$ cat src/vec_mem_cfg.svh
// timing-free constants for the vector element access filter
`ifndef VEC_MEM_CFG_SVH
`define VEC_MEM_CFG_SVH
`define VM_OVERREAD_NORMAL_BYTES 64
`define VM_OVERREAD_GATHER_BYTES 128
`define VM_MEMTYPE_NORMAL 2'h0
`define VM_MEMTYPE_DEVICE 2'h1
`define VM_MEMTYPE_DEVICE_G 2'h2
`endif

$ cat src/vec_mem_pkg.sv
// types shared by the vector element access filter
package vec_mem_pkg;
    typedef enum logic [2:0]
    {
        op_load_plain_type    = 3'h0,
        op_load_first_fault   = 3'h1,
        op_load_no_fault      = 3'h3,
        op_load_streaming     = 3'h2,
        op_prefetch           = 3'h6,
        op_store              = 3'h7
    } op_kind_type;
    typedef enum logic [1:0]
    {
        acc_contig_unpred = 2'h0,
        acc_contig_pred   = 2'h1,
        acc_gather        = 2'h3
    } acc_shape_type;
    typedef enum logic [1:0]
    {
        st_idle   = 2'h0,
        st_run    = 2'h1,
        st_done   = 2'h3
    } state_type;
endpackage : vec_mem_pkg

$ cat src/vector_memory_access_rules.sv
// element access filter between vector load/store logic and the memory system
// Function
// - address dependencies between vector load reads impose no read ordering.
// - same-location read pairs involving a vector load skip internal visibility.
// - repeated same-location writes of one store issue by ascending element number.
// - other element effects of one store may issue in any order.
// - element order free; memory system never told the element size.
// - prefetch elements to Device memory issue nothing.
// - no-fault loads suppress every Device element, recording it in the predicate.
// - first-fault loads touch Device only for the first active element.
// - no speculative Device accesses except bounded vector load over-reads.
// - Device over-read stays in a 64-byte aligned block with a requested byte.
// - streaming gathering loads may over-read within an aligned 128-byte block.
// - unpredicated contiguous access crossing an attribute boundary is flagged.
// - predicated contiguous flagged only with active elements on both sides.
// - gather/scatter flagged only when an active element access straddles.
// - inactive elements never cause the boundary flag.
`timescale 1ns/1ps
`include "vec_mem_cfg.svh"
module vector_memory_access_rules
    import vec_mem_pkg::*;
#(
    parameter int addr_width = 48,
    parameter int elem_count = 16
)
(
    input  wire logic                  clk_sys,
    input  wire logic                  rst_n,
    input  wire logic                  start,
    input  wire op_kind_type           op_kind,
    input  wire acc_shape_type         acc_shape,
    input  wire logic [elem_count-1:0] active_mask,
    input  wire logic                  elem_valid,
    input  wire logic [addr_width-1:0] elem_addr,
    input  wire logic [3:0]            elem_bytes,
    input  wire logic [1:0]            elem_memtype,
    input  wire logic [7:0]            elem_attr_tag,
    input  wire logic                  elem_attr_split,
    input  wire logic                  elem_fault,
    output logic                       elem_ready,
    input  wire logic                  mem_ready,
    output logic                       mem_valid,
    output logic [addr_width-1:0]      mem_addr,
    output logic [addr_width-1:0]      mem_window_base,
    output logic                       mem_window_128,
    output logic                       mem_is_write,
    output logic [elem_count-1:0]      fault_progress_predicate,
    output logic                       boundary_unpredictable,
    output logic                       busy,
    output logic                       done
);
    // ----------------------------------------------------------------
    // parameter limits
    // ----------------------------------------------------------------
    // index counter and predicate loop serve 2 to 256 elements
    if (elem_count < 2 || elem_count > 256)
    begin : g_bad_count
        $error("elem_count out of range");
    end
    // the 128-byte window mask needs at least 8 address bits
    if (addr_width < 8)
    begin : g_bad_width
        $error("addr_width too small");
    end


    // ----------------------------------------------------------------
    // element sequencing
    // ----------------------------------------------------------------
    localparam int idx_w = $clog2(elem_count);
    // instruction held for the whole walk
    state_type             state_reg;
    logic [idx_w-1:0]      idx_reg;
    op_kind_type           op_reg;
    acc_shape_type         shape_reg;
    logic [elem_count-1:0] mask_reg;
    logic                  first_seen_reg;
    logic                  have_tag_reg;
    logic [7:0]            tag_reg;

    // per-element decisions
    logic                  cur_active;
    logic                  is_device;
    logic                  suppress;
    logic                  take;
    logic                  last_elem;
    logic                  hold_out;

    // clears the low address bits to the window's natural alignment
    function automatic logic [addr_width-1:0] align_down(
        input logic [addr_width-1:0] a,
        input int                    bytes
    );
        logic [addr_width-1:0] m;
        m = ~(addr_width'(bytes) - addr_width'(1));
        return a & m;
    endfunction : align_down

    // ops that record suppressed or faulted elements in the predicate
    function automatic logic fault_tracked(input op_kind_type k);
        return (k == op_load_no_fault) || (k == op_load_first_fault);
    endfunction : fault_tracked

    // attribute boundary seen by a contiguous access at this element
    function automatic logic attr_boundary(
        input logic       split,
        input logic       have_prev,
        input logic [7:0] prev_tag,
        input logic [7:0] cur_tag
    );
        return split || (have_prev && prev_tag != cur_tag);
    endfunction : attr_boundary

    // current element and end of walk
    assign cur_active = mask_reg[idx_reg];
    assign last_elem  = (idx_reg == idx_w'(elem_count - 1));

    // device type from translated attributes, decided before issue
    assign is_device  = (elem_memtype != `VM_MEMTYPE_NORMAL);

    // suppression decision per element
    always_comb
    begin
        suppress = 1'b0;
        if (!cur_active)
            suppress = 1'b1;
        else if (is_device)
        begin
            unique case (op_reg)
                op_prefetch:         suppress = 1'b1;
                op_load_no_fault:    suppress = 1'b1;
                op_load_first_fault: suppress = first_seen_reg;
                default:             suppress = 1'b0;
            endcase
        end
        else if (op_reg == op_prefetch)
            suppress = 1'b0;
        // a faulted element after the first is never issued by a no-fault or first-fault load
        if (cur_active && elem_fault && first_seen_reg && fault_tracked(op_reg))
            suppress = 1'b1;
    end

    // output stage holds a word until the memory side takes it
    assign hold_out   = mem_valid && !mem_ready;
    assign elem_ready = (state_reg == st_run) && !hold_out;
    assign take       = elem_ready && elem_valid;
    assign busy       = (state_reg == st_run);

    // a new start is taken in the done cycle even while the last request
    // still waits on the memory side; its fields stay in the output stage
    // sequencer: elements walk in ascending order, which also serves stores
    always_ff @(posedge clk_sys or negedge rst_n)
    begin
        if (!rst_n)
        begin
            state_reg <= st_idle;
            idx_reg   <= '0;
            op_reg    <= op_load_plain_type;
            shape_reg <= acc_contig_unpred;
            mask_reg  <= '0;
        end
        else
        begin
            unique case (state_reg)
                st_idle, st_done:
                    if (start)
                    begin
                        state_reg <= st_run;
                        idx_reg   <= '0;
                        op_reg    <= op_kind;
                        shape_reg <= acc_shape;
                        mask_reg  <= (acc_shape == acc_contig_unpred) ? '1 : active_mask;
                    end
                    else
                        state_reg <= st_idle;
                // one element per take, inactive ones included
                st_run:
                    if (take)
                    begin
                        idx_reg <= idx_reg + idx_w'(1);
                        if (last_elem)
                            state_reg <= st_done;
                    end
                default:
                    state_reg <= st_idle;
            endcase
        end
    end

    // done stands for one cycle, whether or not a new start follows
    assign done = (state_reg == st_done);

    // ----------------------------------------------------------------
    // first-fault tracking and progress predicate
    // ----------------------------------------------------------------
    always_ff @(posedge clk_sys or negedge rst_n)
    begin
        if (!rst_n)
        begin
            first_seen_reg           <= 1'b0;
            fault_progress_predicate <= '0;
        end
        else if (start && state_reg != st_run)
        begin
            first_seen_reg           <= 1'b0;
            fault_progress_predicate <= '1;
        end
        else if (take && cur_active)
        begin
            first_seen_reg <= 1'b1;
            // a fault on the first element is reported by the core, not here;
            // suppressed device or faulted elements clear it from here upward
            if (fault_tracked(op_reg) && suppress)
            begin
                for (int i = 0; i < elem_count; i++)
                    if (idx_w'(i) >= idx_reg)
                        fault_progress_predicate[i] <= 1'b0;
            end
        end
    end

    // ----------------------------------------------------------------
    // boundary crossing detection
    // ----------------------------------------------------------------
    always_ff @(posedge clk_sys or negedge rst_n)
    begin
        if (!rst_n)
        begin
            have_tag_reg           <= 1'b0;
            tag_reg                <= 8'h00;
            boundary_unpredictable <= 1'b0;
        end
        else if (start && state_reg != st_run)
        begin
            have_tag_reg           <= 1'b0;
            boundary_unpredictable <= 1'b0;
        end
        else if (take && cur_active)
        begin
            // only active elements record their attribute
            have_tag_reg <= 1'b1;
            tag_reg      <= elem_attr_tag;
            unique case (shape_reg)
                acc_gather:
                    if (elem_attr_split)
                        boundary_unpredictable <= 1'b1;
                acc_contig_pred:
                    if (attr_boundary(elem_attr_split, have_tag_reg, tag_reg, elem_attr_tag))
                        boundary_unpredictable <= 1'b1;
                default:
                    if (attr_boundary(elem_attr_split, have_tag_reg, tag_reg, elem_attr_tag))
                        boundary_unpredictable <= 1'b1;
            endcase
        end
    end

    // ----------------------------------------------------------------
    // memory request stage; no element size is passed on
    // ----------------------------------------------------------------
    always_ff @(posedge clk_sys or negedge rst_n)
    begin
        if (!rst_n)
        begin
            mem_valid       <= 1'b0;
            mem_addr        <= '0;
            mem_window_base <= '0;
            mem_window_128  <= 1'b0;
            mem_is_write    <= 1'b0;
        end
        else if (!hold_out)
        begin
            // a stalled request keeps every field until it is taken
            mem_valid <= take && !suppress;
            if (take && !suppress)
            begin
                mem_addr     <= elem_addr;
                mem_is_write <= (op_reg == op_store);
                // over-read window limits for device reads
                if (op_reg == op_load_streaming && elem_memtype == `VM_MEMTYPE_DEVICE_G)
                begin
                    mem_window_base <= align_down(elem_addr, `VM_OVERREAD_GATHER_BYTES);
                    mem_window_128  <= 1'b1;
                end
                else
                begin
                    mem_window_base <= align_down(elem_addr, `VM_OVERREAD_NORMAL_BYTES);
                    mem_window_128  <= 1'b0;
                end
            end
        end
    end

    // ----------------------------------------------------------------
    // ordering and element size
    // ----------------------------------------------------------------
    // reads leave one at a time and carry no dependency tracking, so a
    // later read never waits on an earlier one's address or data
    // stores walk elements upward, so repeated writes to one location
    // reach the memory side in ascending element order
    // the element size stays here: the memory side never sees it
    logic unused_bytes;
    assign unused_bytes = |elem_bytes;
endmodule : vector_memory_access_rules

$ cat config.mk
export PLATFORM = sky130hd
export DESIGN_NAME = vector_memory_access_rules
export DESIGN_NICKNAME = d
export VERILOG_FILES = /design/src/vec_mem_pkg.sv /design/src/vector_memory_access_rules.sv
export VERILOG_INCLUDE_DIRS = /design/src
export SDC_FILE = /design/constraint.sdc
export NUM_CORES = 1
export LEC_CHECK = 0
export BUFFER_PORTS_ARGS = -buffer_cell sky130_fd_sc_hd__buf_2
export CAP_MARGIN = 20
export CORE_UTILIZATION = 45
export DETAILED_ROUTE_END_ITERATION = 12
export GPL_ROUTABILITY_DRIVEN = 1
export GPL_TIMING_DRIVEN = 0
export PLACE_DENSITY = 0.73
export SYNTH_ARGS = -nofsm -noshare
export SYNTH_HDL_FRONTEND = slang
export SYNTH_SLANG_ARGS = --single-unit
$ cat constraint.sdc
create_clock -name clk_sys -period 3.5 [get_ports clk_sys]
set_input_delay 0.175 -clock clk_sys [delete_from_list [all_inputs] [get_ports clk_sys]]
set_output_delay 0.175 -clock clk_sys [all_outputs]
set_load 0.01 [all_outputs]
==> results of run 1 <==
-- power by group --
group / leakage, uW / internal, uW / switching (uW) / total [uW]
registers: 0.00120 / 1720 / 343 / 2070
clock network: 0.0000959 / 302 / 409 / 711
logic: 0.00182 / 1370 / 1190 / 2550
total: 0.00312 / 3390 / 1940 / 5330
-- kinds of logic (layout without fill, tap and decap cells) --
family	after synthesis	count (layout)	synth area share, %
buffers and inverters	77	298	10.4
other	1	6	0.0771
AOI/OAI and AO/OA	64	64	9.50
and+or+nand+nor	73	73	7.39
DFF	105	105	54.0
xor gates and xnor gates	8	8	1.44
adders and majority gates	6	6	1.54
muxes	67	67	15.6
-- area by class of cell --
class	instances	area, um2	area share [%]
multi-input cells	224	1750	27.6
well taps	136	170	2.69
inverters	13	48.8	0.772
repair buffers	205	1080	17.1
flip-flops and latches	105	2630	41.6
clock inverters	5	38.8	0.613
clock buffers	11	151	2.39
plain buffers	64	459	7.26
-- metrics by stage --
| step | setup slack (ns) | hold slack, ns | utilization [%] |
|---|---|---|---|
| floorplan | 1.27 | -0.121 | - |
| global placement | 0.982 | 0.375 | 58.0 |
| detailed placement | 0.914 | 0.165 | 58.3 |
| CTS | 0.878 | 0.000794 | 60.7 |
| global route | 0.755 | 0.000361 | 60.7 |
| finish | 0.912 | 0.0185 | 60.7 |
-- Yosys cell counts (5+ instances only) --
cell | instances | area [um2]
xor2_1 | 8 | 70.1
nor2b_1 | 5 | 31.3
nor3_1 | 5 | 25.0
mux2_1 | 11 | 124
ha_1 | 6 | 75.1
mux2i_1 | 7 | 70.1
o21ai_0 | 8 | 40.0
mux2_2 | 48 | 541
o22a_1 | 16 | 140
nand2_1 | 24 | 90.1
dfrtp_1 | 105 | 2630
buf_6 | 5 | 56.3
clkbuf_1 | 10 | 37.5
nor2_1 | 20 | 75.1
a21oi_1 | 13 | 65.1
buf_4 | 48 | 360
inv_1 | 13 | 48.8
-- critical path: cells and delay by family, from the launching register on --
kind | cells | cell delay [ns]
simple gates | 2 | 0.84
buf+inv | 2 | 0.43
compound gates | 2 | 0.44
flops | 1 | 0.41
mux | 1 | 0.35
-- worst min-delay path by stage --
stage / cells past startpoint / endpoint / slack [ns] / start
3_5_place_dp: 1 / tag_reg[2] / 0.17 / rst_n
2_1_floorplan: 0 / boundary_unpredictable / -0.12 / rst_n
5_1_grt: 2 / mask_reg[1] / 0.0004 / active_mask[1]
6_report: 3 / shape_reg[0] / 0.02 / acc_shape[0]
4_1_cts: 2 / mask_reg[11] / 0.0008 / active_mask[11]
3_3_place_gp: 3 / op_reg[2] / 0.37 / op_kind[2]
-- layout by cell type, fill, tap and decap left out, types with 7 or more instances in the layout --
cell and n:
a21oi_1 13, o22a_1 16, clkbuf_1 10, clkbuf_8 11
buf_4 49, o21ai_0 8, mux2i_1 7, mux2_2 48
nor2_1 20, nand2_1 24, mux2_1 11, dfrtp_1 105
buf_2 198, inv_1 13, xor2_1 8
-- layer usage --
| layer | up-vias | share of wire, % | wire [um] |
|---|---|---|---|
| met2 | 135 | 52 | 5960 |
| met1 | 1825 | 40 | 4650 |
| met4 | 0 | 1.7 | 201 |
| li1 | 1783 | - | - |
| met3 | 15 | 6.0 | 693 |
| met5 | - | 0 | 0 |
==> impl_results.md, run 1 <==
* Ant diodes at 0
* Post-DP Area at roughly 0.0061 mm2
* Clock buffer depth at 2
* Share of layout cells above drive strength 1 at around half
* Most used DFF post-synth: dfrtp_1
* GRT overflow at 0
* Initial antenna violation count at 0
* Worst-path fanout max at 10
* Max Freq at a little under 400 MHz
* LEAKAGE at slightly above 0.003 uW
* CTS tree: yes
* Async SR Flop Fraction at 100%
* WS Path Type: reg2reg
* Slew Viols, Final at 0
* M2 GR Usage at a little over a third
* P&R area growth vs syn at 30.0%
* Clock sinks at 105
* Fin. Hold Viols at 0
* Final Cell Area at between 0.006 and 0.007 mm2
* Row count at 37
* HPWL after detailed placement at slightly above 9000 um
* Vias per cell at ~4.9
* Worst EP required at roughly 3.8 ns
* Critical-path cell list: buf_2 > nand2b_1 > o221ai_1 > a22oi_2 > nor4b_4 > buf_6 > mux2_2
* Max Cap Violations at 0
* I/O Buffers at 198
* Starting Density at 46.7%
* Tightest Pin Transition at ~0.65 ns
* Post-layout min period at about 2.6 ns
* Number of global-route vias before repair at 3741
* Endpoint of the worst setup timing path: mem_addr[17]
* Worst setup EP type: flop
* Total power draw at 5330 uW
* Endpoints failing setup at 0
* DR vias at around 3800
* Max reg flops at 47
* R2R depth at 7
* Num CTS Buffers at 9
* WP data arrival at about 2.8 ns
* DRC Markers at 0
* Nets at a little over 700
* Met3 usage at ~4.8%
* Drt first pass iters at 4
* Synth Warn # at 0
* Die X at between 100 and 150 um
* Largest net degree at the start of global routing at approximately 70
* Clock Skew at 0.0110 ns
* Setup tns final at 0 ns
* Fillers at approximately 870
* Die height at between 100 and 150 um
* Worst path max stage delay at 0.66 ns
* Seq cells post-synth at 105
* DR WL/cell at about 15 um
* Post-CTS sizing at 0
* Cells after DPL at approximately 740
* Synth cell types at between 40 and 50
* Root Buffer: clkbuf_8
* Max VDD drop at around 430 uV
* Worst reg-to-reg setup slack at between 0.9 and 1 ns
* Power per standard cell area at about 840 mW/mm2
* M1 GR Usage at 24.4%
* Skew-Pair Late Insertion Delay at 0.36 ns
* Placer congestion estimate at between 0.8 and 0.9
* Crit path launch type: flop
* Total track usage at about a fifth
* 1st-iter DRT viols at 115
* Average cell area after synthesis at between 10 and 15 um2
* Gate Count Post-Synth at around 400
* Most Crowded Layer GR: met2
* Status: completed
* First-pass GRT wire length at between 15000 and 20000 um
* Min-delay worst type: in2reg
* Core Footprint at between 0.01 and 0.015 mm2
* # hold bufs at CTS at 6
* Worst path slowest cell: nor4b_4
* Relative slew slack at 56.4%
* Routed WL at ~12000 um
* Clock slew at reported path FFs at 0.10 ns
* Die Area at approximately 0.011 mm2
* Final period utilization at between 70% and 80%
* RSZ-0062 raised after global routing: no
* Post-synth EDFFs at 0
* Setup crit start: idx_reg[1]
* Htree depth at 3
* Syn Std Cell Area at roughly 0.005 mm2
* Non-Filler Instances at 763
* Sequential area share after synthesis at 54.0%
* ANT nets after route at 0
* I/O Pins at between 200 and 250
* R2R Path End: mem_addr[17]
* Post-CTS setup buffers at 0
* Worst reg2reg startpoint: idx_reg[1]
(Power assumes the default switching activity.)
==> inputs of run 2 (changes only) <==
==> constraint.sdc (replaced) <==
create_clock -name clk_sys -period 2.44 [get_ports clk_sys]
set_input_delay 0.122 -clock clk_sys [delete_from_list [all_inputs] [get_ports clk_sys]]
set_output_delay 0.122 -clock clk_sys [all_outputs]
set_load 0.01 [all_outputs]
==> run 2 against run 1 <==
Net effect: power grew 49%; clock power grew 43%; highest routed layer unchanged; largest power group unchanged; setup slack lost 0.76 ns; critical path type unchanged; final area grew 12%.
==> impl_results.md, run 2 (synthesized netlist as in run 1, its figures left out) <==
* Status: completed
* Clock slew at reported path FFs at roughly 0.10 ns
* Worst EP required at about 2.7 ns
* LEAKAGE at 0.00345 uW
* Max Cap Violations at 0
* DR WL/cell at 16.0 um
* I/O Buffers at approximately 200
* Worst-path fanout max at 10
* I/O Pins at around 210
* Slew Viols, Final at 0
* Skew-Pair Late Insertion Delay at approximately 0.36 ns
* Die X at between 100 and 150 um
* ANT nets after route at 0
* DRC Markers at 0
* Commonest cells after routing, fill and taps aside: 198 x buf_2, 104 x dfrtp_1, 78 x dlygate4sd3_1
* First-pass GRT wire length at 20900 um
* Routed WL at 13500 um
* Placer congestion estimate at around 0.84
* Largest net degree at the start of global routing at 72
* Wire length on met1 at approximately 5000 um
* Share of layout cells above drive strength 1 at approximately 47%
* Max VDD drop at 588 uV
* Total track usage at between 20% and 30%
* Highest metal layer with signal wires: met4
* Clock sinks at between 100 and 150
* Clock buffer depth at 2
* Root Buffer: clkbuf_8
* Fin Hold WS at about 0.041 ns
* WS Path Type: reg2reg
* DR vias at roughly 4100
* Power per standard cell area at approximately 1100 mW/mm2
* RSZ-0062 raised after global routing: no
* Number of global-route vias before repair at between 4000 and 5000
* Drt first pass iters at 4
* Nets at 795
* Starting Density at between 40% and 50%
* GRT overflow at 0
* Clock Skew at 0.00979 ns
* Ant diodes at 0
* Fillers at 759
* Endpoints failing setup at 0
* Relative slew slack at approximately two thirds
* WL met2 at 7070 um
* Wire length on met3 at 851 um
* Post-layout min period at about 2.3 ns
* Tightest Pin Transition at 0.507 ns
* Register area at around 0.0026 mm2
* Htree depth at 3
* Fin. Hold Viols at 0
* Most common cell after layout, fill and taps aside: buf_2
* Min-delay worst type: in2reg
* Num CTS Buffers at 9
* 1st-iter DRT viols at 166
* Core Footprint at approximately 0.010 mm2
* Max reg flops at between 40 and 50
* Final period utilization at a little over nine tenths
* Final Cell Area at 0.00709 mm2
* Worst setup EP type: flop
* Crit path launch type: flop
* Multi-input logic area at between 0.0015 and 0.002 mm2
* Die Area at between 0.01 and 0.015 mm2
* Die height at 106 um
* Vias per cell at ~4.9
* CTS tree: yes
* Max Freq at 436 MHz
* Row count at 37
* HPWL after detailed placement at just over 9000 um
* Post-DP Area at approximately 0.006 mm2
* P&R area growth vs syn at 45.8%
* Initial antenna violation count at 0
* WP data arrival at 2.54 ns
## run 2: cell count changes in the layout (fill, tap and decap cells not counted), sizes merged
cell         change
dlygate4sd3     +72
buf              +5
## run 2: path summary, 6_finish.rpt
check                        startpoint      endpoint  slack [ns]  depth (start not counted)
min in group asynchronous         rst_n    tag_reg[2]        0.26                          2
max in group asynchronous         rst_n    idx_reg[0]        1.45                          3
setup / recovery             idx_reg[3]  mem_addr[30]        0.15                          8
setup reg to reg             idx_reg[3]  mem_addr[30]        0.15                          8
hold / removal                mem_ready     mem_valid        0.04                          3
hold reg to reg            shape_reg[0]  shape_reg[0]        0.49                          2
## run 2: report_power, final
part           total (uW)  switching (uW)  leakage [uW]  internal, uW
Combinational        3910            1820       0.00215          2090
Sequential           2980             509       0.00120          2470
Clock                1020             587     0.0000959           433
Total                7910            2920       0.00345          5000
## run 2: timing repair
item                                    in CTS  in global routing
hold buffers                                77                  1
pin swaps                                    1                  1
buffers inserted                             3                  2
gates resized for setup                      0                  4
endpoints found under the hold margin      110                  1
endpoints found under the setup margin      48                 58
## run 2: area by class of cell
class	count	share of cell area, %
Buffer	64	6.49
Clock buffer	11	2.14
Clock inverter	5	0.547
Inverter	13	0.688
Multi-Input combinational cell	224	24.7
Sequential cell	105	37.1
Tap cell	136	2.40
Timing Repair Buffer	282	25.9
## run 2: metal layers
metal,up-vias,track usage [%]
met5,-,0
met4,0,11.5
met3,35,6.13
met1,2014,26.3
met2,165,43.8
li1,1933,-
## run 2: worst max-delay path, cell delays in order, from the launching register on
cell      delay [ns]
dfrtp_1         0.35
clkbuf_1        0.38
inv_1           0.19
o221ai_1        0.12
a22oi_2         0.16
nor4b_4         0.29
buf_4           0.18
buf_6           0.15
mux2_2          0.34
## run 2: per-stage QoR
| stage | cells | total power (uW) | setup TNS (ns) | worst slack, ns | util (%) |
|---|---|---|---|---|---|
| floorplan | 406 | 5300 | 0 | 0.207 | - |
| global placement | 740 | 6560 | -3.47 | -0.0777 | 58.0 |
| detailed placement | 741 | 6710 | -6.42 | -0.146 | 58.3 |
| CTS | 837 | 7850 | 0 | 0.0776 | 67.7 |
| global route | 840 | 8390 | 0 | 0.000572 | 68.1 |
| finish | 840 | 7910 | 0 | 0.148 | 68.1 |
